**src/logic/tdt_pkg.sv**
```systemverilog
// Constants shared by the transmit descriptor threshold and timer block.
// Assumes a 100 MHz core clock and 32-bit APB register access.
package tdt_pkg;
  // Register byte offsets
  localparam logic [15:0] CTRL_OFFSET   = 16'h3828;
  localparam logic [15:0] ABS_OFFSET    = 16'h382c;
  localparam logic [15:0] STATUS_OFFSET = 16'h3830;
  // Control and delay register fields
  localparam int PF_LSB    = 0;
  localparam int HOST_LSB  = 8;
  localparam int WB_LSB    = 16;
  localparam int UNIT_BIT  = 24;
  localparam int LOW_LSB   = 25;
  localparam int THR_W     = 6;
  localparam int LOW_W     = 7;
  localparam int ABS_LSB   = 0;
  localparam int ABS_W     = 16;
  // Writable bits and reset values
  localparam logic [31:0] CTRL_WMASK = 32'hff3f3f3f;
  localparam logic [31:0] ABS_WMASK  = 32'h0000ffff;
  localparam logic [31:0] CTRL_RESET = 32'h00000000;
  localparam logic [31:0] ABS_RESET  = 32'h00000000;
  // Threshold units
  localparam int DESC_BYTES       = 16;
  localparam int CACHE_LINE_BYTES = 64;
  localparam int DESC_PER_LINE    = CACHE_LINE_BYTES / DESC_BYTES;
  localparam int LOW_UNIT         = 8;
  // Absolute delay step of 1.024 us
  localparam int STEP_NS          = 1024;
  localparam int CLK_PERIOD_NS    = 10;
  localparam logic [6:0] STEP_CYCLES = 7'(STEP_NS / CLK_PERIOD_NS);
endpackage : tdt_pkg

```
**src/logic/tdt_tx_desc_ctrl.sv**
```systemverilog
// Transmit descriptor prefetch, write-back and absolute delay control.
// Assumes an APB master and queue logic on REF_CLK driving the event inputs.
`timescale 1ns/1ps
module tdt_tx_desc_ctrl (
  input  logic        REF_CLK,
  input  logic        RST_N,
  input  logic        PSEL,
  input  logic        PENABLE,
  input  logic        PWRITE,
  input  logic [15:0] PADDR,
  input  logic [31:0] PWDATA,
  output logic [31:0] PRDATA,
  output logic        PREADY,
  output logic        PSLVERR,
  input  logic [7:0]  ONCHIP_COUNT,
  input  logic [15:0] HOST_AVAIL,
  input  logic        DMA_BUSY,
  input  logic [15:0] PENDING_COUNT,
  input  logic        DESC_DONE,
  input  logic        DONE_RS,
  input  logic        DONE_IDE,
  input  logic        DONE_TX_OK,
  input  logic        FLUSH_REQ,
  input  logic        REL_EXPIRE,
  output logic        PREFETCH_REQ,
  output logic        WB_VALID,
  input  logic        WB_READY,
  output logic [7:0]  WB_COUNT,
  output logic        DESCRIPTOR_WRITTEN_BACK_CAUSE_CAUSE,
  output logic        DESC_LOW_CAUSE
);

  // Threshold field to descriptor count
  function automatic logic [8:0] to_desc(input logic [5:0] v, input logic unit);
    logic [8:0] r;
    r = unit ? {3'h0, v} : 9'({3'h0, v} * tdt_pkg::DESC_PER_LINE);
    return r;
  endfunction : to_desc

  logic [31:0] ctrl_q;
  logic [31:0] abs_q;
  logic        pready_q;
  logic [31:0] prdata_q;
  logic        pslverr_q;
  logic        pf_q;
  logic [7:0]  wb_cnt_q;
  logic [7:0]  wb_cnt_d;
  logic        acc_q;
  logic        acc_d;
  logic        flush_pend_q;
  logic        flush_pend_d;
  logic        descriptor_written_back_cause_q;
  logic        low_q;
  logic [15:0] pend_prev_q;
  logic        abs_run_q;
  logic        abs_run_d;
  logic [15:0] abs_cnt_q;
  logic [6:0]  pre_q;
  logic        buf_in_ready;

  // APB decode
  wire         setup     = PSEL & ~PENABLE;
  wire         access    = PSEL & PENABLE & pready_q;
  wire         hit_ctrl  = PADDR == tdt_pkg::CTRL_OFFSET;
  wire         hit_abs   = PADDR == tdt_pkg::ABS_OFFSET;
  wire         hit_stat  = PADDR == tdt_pkg::STATUS_OFFSET;
  wire         hit_any   = hit_ctrl | hit_abs | hit_stat;
  wire         wr_ctrl   = access & PWRITE & hit_ctrl;
  wire         wr_abs    = access & PWRITE & hit_abs;
  wire [31:0]  stat_word = {6'h00, abs_cnt_q, abs_run_q, acc_q, wb_cnt_q};
  wire [31:0]  rd_mux    = hit_ctrl ? ctrl_q : (hit_abs ? abs_q :
                           (hit_stat ? stat_word : 32'h00000000));

  // Control fields
  wire [5:0]   pf_f   = ctrl_q[tdt_pkg::PF_LSB +: tdt_pkg::THR_W];
  wire [5:0]   host_f = ctrl_q[tdt_pkg::HOST_LSB +: tdt_pkg::THR_W];
  wire [5:0]   wb_f   = ctrl_q[tdt_pkg::WB_LSB +: tdt_pkg::THR_W];
  wire         unit_f = ctrl_q[tdt_pkg::UNIT_BIT];
  wire [6:0]   low_f  = ctrl_q[tdt_pkg::LOW_LSB +: tdt_pkg::LOW_W];
  wire [15:0]  abs_f  = abs_q[tdt_pkg::ABS_LSB +: tdt_pkg::ABS_W];

  // Thresholds in descriptors
  wire [8:0]   pf_thr   = to_desc(pf_f, unit_f);
  wire [8:0]   host_thr = to_desc(host_f, unit_f);
  wire [8:0]   wb_thr   = to_desc(wb_f, unit_f);
  wire [15:0]  low_thr  = low_f == 7'h00 ? 16'h0001 :
                          16'({9'h000, low_f} * tdt_pkg::LOW_UNIT);

  // Prefetch decision
  wire         pf_below = {1'b0, ONCHIP_COUNT} < pf_thr;
  wire         pf_host  = HOST_AVAIL >= {7'h00, host_thr};
  wire         pf_cond  = pf_below & pf_host & ~DMA_BUSY;

  // Write-back accumulation
  wire         counted  = DESC_DONE & (acc_q | DONE_RS);
  wire [7:0]   cnt_inc  = counted && wb_cnt_q != 8'hff ? wb_cnt_q + 8'h01 : wb_cnt_q;
  wire         has_cnt  = cnt_inc != 8'h00;
  wire         wb_imm   = wb_thr == 9'h000 && has_cnt;
  wire         wb_over  = {1'b0, cnt_inc} > wb_thr;
  wire         wb_ext   = (flush_pend_q | FLUSH_REQ | REL_EXPIRE) & has_cnt;
  wire         wb_want  = wb_imm | wb_over | wb_ext;
  wire         wb_push  = wb_want & buf_in_ready;

  assign wb_cnt_d     = wb_push ? 8'h00 : cnt_inc;
  assign acc_d        = wb_push ? 1'b0 : (acc_q | (DESC_DONE & DONE_RS));
  assign flush_pend_d = (flush_pend_q | FLUSH_REQ | REL_EXPIRE) & ~wb_push & has_cnt;

  // Absolute delay timer
  wire         immediate = DESC_DONE & DONE_RS & ~DONE_IDE;
  wire         abs_qual  = DESC_DONE & DONE_RS & DONE_IDE;
  wire         abs_start = abs_qual & DONE_TX_OK & (abs_f != 16'h0000) & ~abs_run_q;
  wire         abs_tick  = abs_run_q & (pre_q == tdt_pkg::STEP_CYCLES - 7'h01);
  wire         abs_exp   = abs_tick & (abs_cnt_q == 16'h0001);
  wire         abs_stop  = immediate | REL_EXPIRE | (abs_f == 16'h0000);

  assign abs_run_d = abs_start ? 1'b1 : ((abs_exp | abs_stop) ? 1'b0 : abs_run_q);

  // Descriptor-low edge
  wire         low_fire = pend_prev_q >= low_thr && PENDING_COUNT < low_thr;

  // Register file
  always_ff @(posedge REF_CLK) begin
    if (!RST_N) begin
      ctrl_q <= tdt_pkg::CTRL_RESET;
      abs_q  <= tdt_pkg::ABS_RESET;
    end else begin
      if (wr_ctrl) begin
        ctrl_q <= PWDATA & tdt_pkg::CTRL_WMASK;
      end
      if (wr_abs) begin
        abs_q <= PWDATA & tdt_pkg::ABS_WMASK;
      end
    end
  end

  // APB answer, one wait-free access phase
  always_ff @(posedge REF_CLK) begin
    if (!RST_N) begin
      pready_q  <= 1'b0;
      prdata_q  <= 32'h00000000;
      pslverr_q <= 1'b0;
    end else begin
      pready_q  <= setup;
      prdata_q  <= setup ? rd_mux : prdata_q;
      pslverr_q <= setup & ~hit_any;
    end
  end

  // Queue state
  always_ff @(posedge REF_CLK) begin
    if (!RST_N) begin
      pf_q         <= 1'b0;
      wb_cnt_q     <= 8'h00;
      acc_q        <= 1'b0;
      flush_pend_q <= 1'b0;
      descriptor_written_back_cause_q       <= 1'b0;
      low_q        <= 1'b0;
      pend_prev_q  <= 16'h0000;
    end else begin
      pf_q         <= pf_cond;
      wb_cnt_q     <= wb_cnt_d;
      acc_q        <= acc_d;
      flush_pend_q <= flush_pend_d;
      descriptor_written_back_cause_q       <= abs_exp | immediate | REL_EXPIRE;
      low_q        <= low_fire;
      pend_prev_q  <= PENDING_COUNT;
    end
  end

  // Absolute countdown
  always_ff @(posedge REF_CLK) begin
    if (!RST_N) begin
      abs_run_q <= 1'b0;
      abs_cnt_q <= 16'h0000;
      pre_q     <= 7'h00;
    end else begin
      abs_run_q <= abs_run_d;
      if (abs_start) begin
        abs_cnt_q <= abs_f;
        pre_q     <= 7'h00;
      end else if (abs_run_q) begin
        abs_cnt_q <= abs_tick ? abs_cnt_q - 16'h0001 : abs_cnt_q;
        pre_q     <= abs_tick ? 7'h00 : pre_q + 7'h01;
      end
    end
  end

  tdt_pair_buffer #(
    .W (8)
  ) u_wb_buf (
    .clk       (REF_CLK),
    .rst_n     (RST_N),
    .in_valid  (wb_push),
    .in_ready  (buf_in_ready),
    .in_data   (cnt_inc),
    .out_valid (WB_VALID),
    .out_ready (WB_READY),
    .out_data  (WB_COUNT)
  );

  assign PREADY         = pready_q;
  assign PRDATA         = prdata_q;
  assign PSLVERR        = pslverr_q;
  assign PREFETCH_REQ   = pf_q;
  assign DESCRIPTOR_WRITTEN_BACK_CAUSE_CAUSE     = descriptor_written_back_cause_q;
  assign DESC_LOW_CAUSE = low_q;
endmodule : tdt_tx_desc_ctrl

```
**src/logic/tdt_pair_buffer.sv**
```systemverilog
// Two-entry buffer for write-back requests, valid and ready on both sides.
// Assumes one clock and a synchronous active-low reset.
`timescale 1ns/1ps
module tdt_pair_buffer #(
  parameter int W = 8
) (
  input  logic         clk,
  input  logic         rst_n,
  input  logic         in_valid,
  output logic         in_ready,
  input  logic [W-1:0] in_data,
  output logic         out_valid,
  input  logic         out_ready,
  output logic [W-1:0] out_data
);
  logic [W-1:0] head_q;
  logic [W-1:0] tail_q;
  logic [1:0]   cnt_q;
  logic [1:0]   cnt_d;
  logic         vld_q;
  logic         full_q;
  wire          push = in_valid & ~full_q;
  wire          pop  = vld_q & out_ready;

  assign cnt_d     = push & ~pop ? cnt_q + 2'h1 : (pop & ~push ? cnt_q - 2'h1 : cnt_q);
  assign in_ready  = ~full_q;
  assign out_valid = vld_q;
  assign out_data  = head_q;

  always_ff @(posedge clk) begin
    if (!rst_n) begin
      cnt_q  <= 2'h0;
      vld_q  <= 1'b0;
      full_q <= 1'b0;
    end else begin
      cnt_q  <= cnt_d;
      vld_q  <= cnt_d != 2'h0;
      full_q <= cnt_d == 2'h2;
    end
  end

  // Head shifts from tail on a pop; new words land in the first free slot
  always_ff @(posedge clk) begin
    if (!rst_n) begin
      head_q <= '0;
      tail_q <= '0;
    end else if (push & (cnt_q == 2'h0 || (pop && cnt_q == 2'h1))) begin
      head_q <= in_data;
    end else if (pop) begin
      head_q <= tail_q;
      if (push) begin
        tail_q <= in_data;
      end
    end else if (push) begin
      tail_q <= in_data;
    end
  end
endmodule : tdt_pair_buffer

```
**config.mk**
```make
export PLATFORM = sky130hd
export DESIGN_NAME = tdt_tx_desc_ctrl
export DESIGN_NICKNAME = d
export VERILOG_FILES = /design/src/logic/tdt_pkg.sv /design/src/logic/tdt_tx_desc_ctrl.sv /design/src/logic/tdt_pair_buffer.sv
export SDC_FILE = /design/constraint.sdc
export NUM_CORES = 1
export LEC_CHECK = 0
export BUFFER_PORTS_ARGS = -buffer_cell sky130_fd_sc_hd__buf_2
export CELL_PAD_IN_SITES_DETAIL_PLACEMENT = 2
export CELL_PAD_IN_SITES_GLOBAL_PLACEMENT = 2
export CORE_MARGIN = 8
export CORE_UTILIZATION = 33
export CTS_CLUSTER_DIAMETER = 60
export CTS_CLUSTER_SIZE = 12
export DETAILED_ROUTE_END_ITERATION = 12
export GPL_TIMING_DRIVEN = 0
export PLACE_DENSITY_LB_ADDON = 0.1
export SLEW_MARGIN = 20
export SYNTH_ARGS = -nofsm -noshare
export SYNTH_HDL_FRONTEND = slang
export SYNTH_SLANG_ARGS = --single-unit
```
**constraint.sdc**
```tcl
create_clock -name REF_CLK -period 4 [get_ports REF_CLK]
set_input_delay 0.4 -clock REF_CLK [delete_from_list [all_inputs] [get_ports REF_CLK]]
set_output_delay 0.4 -clock REF_CLK [all_outputs]
set_load 0.01 [all_outputs]
```
==> results of run 1 <==
==> power by group <==
part	internal [mW]	switching (mW)	total (mW)
registers	1.57	0.0642	1.63
logic	0.285	0.366	0.651
clock network	1.30	0.660	1.95
total	3.15	1.09	4.24
==> timing repair <==
action / in CTS / in global routing
endpoints found under the setup margin: 20 / 28
gates resized for setup: 1 / 5
hold endpoints to repair: 0 / 0
buffers inserted: 2 / 2
pin swaps: 0 / 1
==> metal layers <==
metal,GRT usage,share of wire,up-vias
met5,0,0,-
met4,0.0479,0.012,0
met3,0.0372,0.044,22
met2,0.376,0.52,146
met1,0.245,0.43,3487
li1,-,-,3356
==> placed cells by master (no fill, tap or decap), types with 4 or more instances in the layout <==
master	n
dfxtp_1	148
buf_2	148
nor2_1	100
a21oi_1	67
nand2_1	53
mux2i_1	44
ha_1	44
nand3_1	39
clkbuf_1	39
nor3_1	31
a211oi_1	26
and2_1	24
inv_1	24
a221oi_1	21
clkbuf_16	17
o21ai_0	13
nor4_1	13
nand4_1	12
mux2_2	11
a21o_1	11
nand2b_1	10
and3_1	9
buf_4	8
bufinv_16	8
o211ai_1	7
nor2b_1	7
xor2_1	5
or4_1	5
or3_1	5
a22oi_1	5
a31oi_1	4
xnor2_1	4
==> synthesized netlist by cell type (all sizes together) (10+ instances only) <==
cell    instances  area, um^2
a221oi         22         199
a21oi          68         344
nand4          12        75.1
o21ai          14        73.8
nand2          53         199
clkbuf         39         146
dfxtp         149        2980
nor2          101         382
nand3          39         195
and3           10        67.6
inv            25        93.8
mux2i          45         463
buf            12        88.8
ha             45         563
and2           26         165
a211oi         27         203
nor4           14        93.8
nand2b         10        62.6
mux2           11         124
nor3           31         155
a21o           12        97.6
==> final timing paths <==
path | startpoint | end | slack [ns] | depth (start not counted)
worst max register to register | wb_cnt_q[0] | u_wb_buf.out_valid | 0.26 | 15
worst max-delay path | wb_cnt_q[0] | u_wb_buf.out_valid | 0.26 | 15
worst min register to register | PRDATA[31] | PRDATA[31] | 0.46 | 2
worst min-delay path | PENDING_COUNT[12] | pend_prev_q[12] | 0.19 | 2
==> stage by stage <==
| stage | hold WS (ns) | instance area [um^2] | cells |
|---|---|---|---|
| floorplan | 0.451 | 7370 | 838 |
| global placement | 0.440 | 8440 | 1261 |
| detailed placement | 0.452 | 8440 | 1261 |
| CTS | 0.173 | 9170 | 1294 |
| global route | 0.183 | 9210 | 1295 |
| finish | 0.193 | 9210 | 1295 |
==> worst max-delay path: cells and delay by family (launching register included) <==
family | cells | cell delay, ns
fa+ha+maj | 2 | 0.57
flops | 1 | 0.37
buf+inv | 2 | 0.26
simple gates | 8 | 1.95
compound gates | 3 | 0.50
==> registers in the layout, indices dropped and copies added, names as in the netlist, 2 cells and up <==
name               flops
PRDATA                32
abs_cnt_q             16
abs_q                 16
ctrl_q                26
pend_prev_q           16
pre_q                  7
u_wb_buf.cnt_q         2
u_wb_buf.out_data      8
u_wb_buf.tail_q        8
wb_cnt_q               8
==> final cells by class <==
class | instances | area [um^2]
fillers | 2508 | 12700
flip-flops and latches | 149 | 2980
well taps | 280 | 350
clock buffers | 18 | 429
multi-input cells | 613 | 4100
inverters | 25 | 93.8
plain buffers | 50 | 231
repair buffers | 147 | 746
clock inverters | 13 | 279
==> kinds of logic after synthesis <==
| family | synth area share |
|---|---|
| and+or+nand+nor | 0.228 |
| AOI/OAI and AO/OA | 0.155 |
| DFF | 0.405 |
| buffers and inverters | 0.0446 |
| muxes | 0.0796 |
| adders and majority gates | 0.0764 |
| xor gates and xnor gates | 0.0119 |
==> flow_summary.yaml, run 1 <==
global_route:
  grt_pass1_wl_um: 43400
  antenna_found_initial: 0
  grt_max_degree: 17
  grt_use_total: 0.206
  grt_pass1_vias: 7716
  overflow: 0
setup_path:
  required_ns: 4.33
  crit_top_cell: "nor2_1"
  critPathArrivalTime_ns: 4.08
  path_cells: "ha_2 > and4_4 > or4_4 > nand2_1 > inv_1 > ha_1 > nand4_1 > nor2_1 > a21oi_1 > nor4_2 > a21oi_2 > buf_4 > nor2_1 > nor3_1 > a221oi_2"
  cpPeakStageDelay_ns: 0.52
  setup.worst_path.start_class: "register"
  path_max_fanout: 6
  crit_path_top_delay_cell: "or4_4"
  end_kind: "register"
  worstSetupPathType: "register to register"
timing:
  setup_viol: 0
  slew_viol_final: 0
  grt_setup_unrepaired: "no"
  slew_headroom: 0.406
  maxClockFrequency_mhz: 267
  finalHoldViolCount: 0
  setup_ws_ns: 0.256
  setup_tns_ns: 0
  layout_min_cycle_time_ns: 3.74
  min_period_over_period: 0.936
  tightestPinTransition_ns: 0.891
  fin_skew_ns: 0.0107
placed_design:
  dp_slack_ns: -0.101
  io_buffers: 143
  gp_congestion: 0.805
  dp.final_hpwl_um: 21700
floorplanning:
  num_rows: 54
  die-area_mm2: 0.0274
  die_h_um: 165
  fp.coreArea_mm2: 0.0219
  io_pins: 147
  start_util: 0.337
  die_x_um: 165
route:
  dr.pass1.iters: 6
  routed_via_density: 5.41
  drc: 0
  ant_nets: 0
  drt_iter0_markers: 258
  drt_wl_total_um: 27900
  vias: 7011
  routedWlPerCell_um: 21.6
synthesis:
  ys.flop_type: "dfxtp_1"
  synth_edf_count: 0
  synthCells: 838
  syn_area_mm2: 0.00737
  synthArstFlopShare: 0
  synth_fp_nets: 984
  avgSynthCellArea_um2: 8.80
  yosys_warnings: 0
  yosysUniqueCellTypes: 64
  ys_ff_latch: 149
  seq_area_frac_synth: 0.405
cts:
  htreeDepth: 4
  insertion_delay_ns: 0.42
  clk_pin_slew_worst_paths_ns: 0.07
  cts.sinks: 149
  cts_buffers: 17
  holdBufCountCts: 0
  clockBufferDepth: 2
  cts_root_buf: "clkbuf_16"
  cts_tree: "built"
run_status:
  status: "completed"
power:
  powerDensity_mw_per_mm2: 460
  p_leak_nw: 3.67
  vdd_ir_drop_max_v: 0.000238
  power_mw: 4.24
run:
  max_cap_violations: 0
cells_and_area:
  n_antenna_cell: 0
  synthToLayoutAreaGrowth_pct: 24.9
  final_nets: 1149
  fin_util: 0.421
  layout-drive-gt1-share: 0.222
hold_path:
  hp-class: "primary input to register"
No activity file was read; power rests on OpenSTA's default activity.
==> run 2: changes to the inputs <==
--- a/config.mk
+++ b/config.mk
@@ -8,7 +8,7 @@
 export BUFFER_PORTS_ARGS = -buffer_cell sky130_fd_sc_hd__buf_2
 export CELL_PAD_IN_SITES_DETAIL_PLACEMENT = 2
 export CELL_PAD_IN_SITES_GLOBAL_PLACEMENT = 2
-export CORE_MARGIN = 8
+export CORE_MARGIN = 1
 export CORE_UTILIZATION = 33
 export CTS_CLUSTER_DIAMETER = 60
 export CTS_CLUSTER_SIZE = 12
==> flow_summary.yaml, run 2 (synthesis results as in run 1) <==
run_status:
  status: "completed"
hold_path:
  hp-class: "primary input to register"
  holdPathEnd: "pend_prev_q[15]"
  min_from: "PENDING_COUNT[15]"
  min_path_cells: 2
cells_and_area:
  multiInputGateArea_mm2: 0.00412
  n_antenna_cell: 0
  fin_util: 0.415
  synthToLayoutAreaGrowth_pct: 23.3
  final_nets: 1146
  largest_reg_flops: 32
  n_fill_cell: 2498
  mostFrequentLayoutCells: "dfxtp_1 (148), buf_2 (148), nor2_1 (99), a21oi_1 (67), nand2_1 (53)"
  layout-drive-gt1-share: 0.223
  regArea_mm2: 0.00298
cts:
  cts_tree: "built"
  clk_pin_slew_worst_paths_ns: 0.07
  cts.sinks: 149
  cts_buffers: 17
  holdBufCountCts: 0
  clockBufferDepth: 2
  insertion_delay_ns: 0.44
  htreeDepth: 4
  cts_root_buf: "clkbuf_16"
floorplanning:
  io_pins: 147
  num_rows: 54
  die_h_um: 151
  fp.coreArea_mm2: 0.0219
  die_x_um: 151
  start_util: 0.337
  die-area_mm2: 0.0229
route:
  routed_via_density: 5.46
  vias: 7065
  drc: 0
  dr.pass1.iters: 4
  drt_wl_total_um: 26900
  routedWlPerCell_um: 20.8
  drt_iter0_markers: 217
  ant_nets: 0
global_route:
  grt_max_degree: 17
  grt_pass1_wl_um: 41300
  antenna_found_initial: 0
  overflow: 0
  grt_pass1_vias: 7455
  grt_use_total: 0.241
power:
  clockPowerShare: 0.417
  combPwrFrac: 0.165
  vdd_ir_drop_max_v: 0.000280
  seqPwrFrac: 0.418
  powerDensity_mw_per_mm2: 431
  power_mw: 3.92
  power.internal_mw: 2.79
  switchingPower_mw: 1.13
  sw_frac_of_total: 0.287
  p_leak_nw: 3.60
timing:
  finalHoldViolCount: 0
  min_period_over_period: 0.956
  setup_viol: 0
  fin_skew_ns: 0.00973
  tightestPinTransition_ns: 0.880
  layout_min_cycle_time_ns: 3.82
  maxClockFrequency_mhz: 262
  slew_viol_final: 0
  slew_headroom: 0.413
setup_path:
  critPathArrivalTime_ns: 4.10
  setup.worst_path.start_class: "register"
  rr_worst_depth: 15
  required_ns: 4.28
  timing.rr.end: "u_wb_buf.out_valid"
  path_max_fanout: 6
  end_kind: "register"
  r2r-start: "wb_cnt_q[1]"
  worstSetupPathType: "register to register"
  r2r_slack_ns: 0.18
run:
  max_cap_violations: 0
placed_design:
  gp_congestion: 0.807
  io_buffers: 143
  dp.final_hpwl_um: 20400
## run 2: cell types whose count changed in the layout (fill, tap and decap cells not counted)
cell / previous run / this run
nor4_1: 13 / 12
nor2_2: 1 / 2
clkbuf_1: 39 / 38
buf_4: 8 / 5
ha_4: 0 / 1
ha_2: 1 / 0
bufinv_16: 8 / 2
clkinvlp_4: 1 / 4
clkbuf_8: 0 / 1
inv_6: 0 / 3
nor2_1: 100 / 99
nor4_2: 1 / 2
clkinv_2: 1 / 2
## run 2: how the worst max path moves through the flow
stage	startpoint	to	slack, ns	cells after the start
global route	wb_cnt_q[1]	u_wb_buf.out_valid	-0.03	16
finish	wb_cnt_q[1]	u_wb_buf.out_valid	0.18	15
floorplan	wb_cnt_q[1]	u_wb_buf.tail_q[3]	0.71	15
CTS	wb_cnt_q[1]	u_wb_buf.out_valid	0.006	15
global placement	wb_cnt_q[1]	flush_pend_q	0.05	15
detailed placement	wb_cnt_q[1]	u_wb_buf.tail_q[6]	-0.02	16
## run 2: layer usage
metal / up-vias / part of all wire / track usage
li1: 3362 / - / -
met1: 3552 / 0.44 / 0.296
met2: 122 / 0.52 / 0.440
met3: 29 / 0.027 / 0.0311
met4: 0 / 0.013 / 0.0645
met5: - / 0 / 0
## run 2: metrics by stage
step                      hold WS (ns)  TNS (ns)  cell area [um^2]  cells  setup WS, ns
after CTS                        0.171         0              9050   1294       0.00559
after floorplan                  0.451         0              7370    838         0.712
after global placement           0.444         0              8440   1261        0.0541
after detailed placement         0.451   -0.0543              8440   1261       -0.0179
final                            0.183         0              9090   1293         0.177
after global routing             0.185   -0.0309              9090   1293       -0.0309
## run 2: critical path: stages, from the launching register on
cell and delay [ns]:
dfxtp_1 0.41, ha_4 0.24, and4_4 0.21, or4_4 0.53
nand2_1 0.18, inv_1 0.10, ha_1 0.31, nand4_1 0.18
nor2_2 0.21, a21oi_1 0.10, nor4_2 0.31, a21oi_2 0.14
buf_4 0.18, and2_4 0.15, nor3_1 0.30, a221oi_2 0.12
## run 2: power by group through the flow
stage	Sequential (mW)	Clock, mW	Combinational [mW]
after floorplan	1.67	0	0.382
after global placement	1.67	0	0.617
after detailed placement	1.67	0	0.639
after CTS	1.64	1.67	0.648
after global routing	1.65	1.73	0.723
final	1.64	1.63	0.645
## run 2: area by class of cell
type                            count  share of cell area
Multi-Input combinational cell    613               0.453
Clock inverter                     14              0.0168
Buffer                             50              0.0255
Sequential cell                   149               0.328
Clock buffer                       18              0.0483
Inverter                           25              0.0103
Timing Repair Buffer              144              0.0796
Tap cell                          280              0.0385
## run 2: repair_timing
action / in CTS / in global routing
endpoints found under the hold margin: 0 / 0
gates resized for setup: 1 / 8
endpoints found under the setup margin: 20 / 29
buffers inserted: 1 / 0
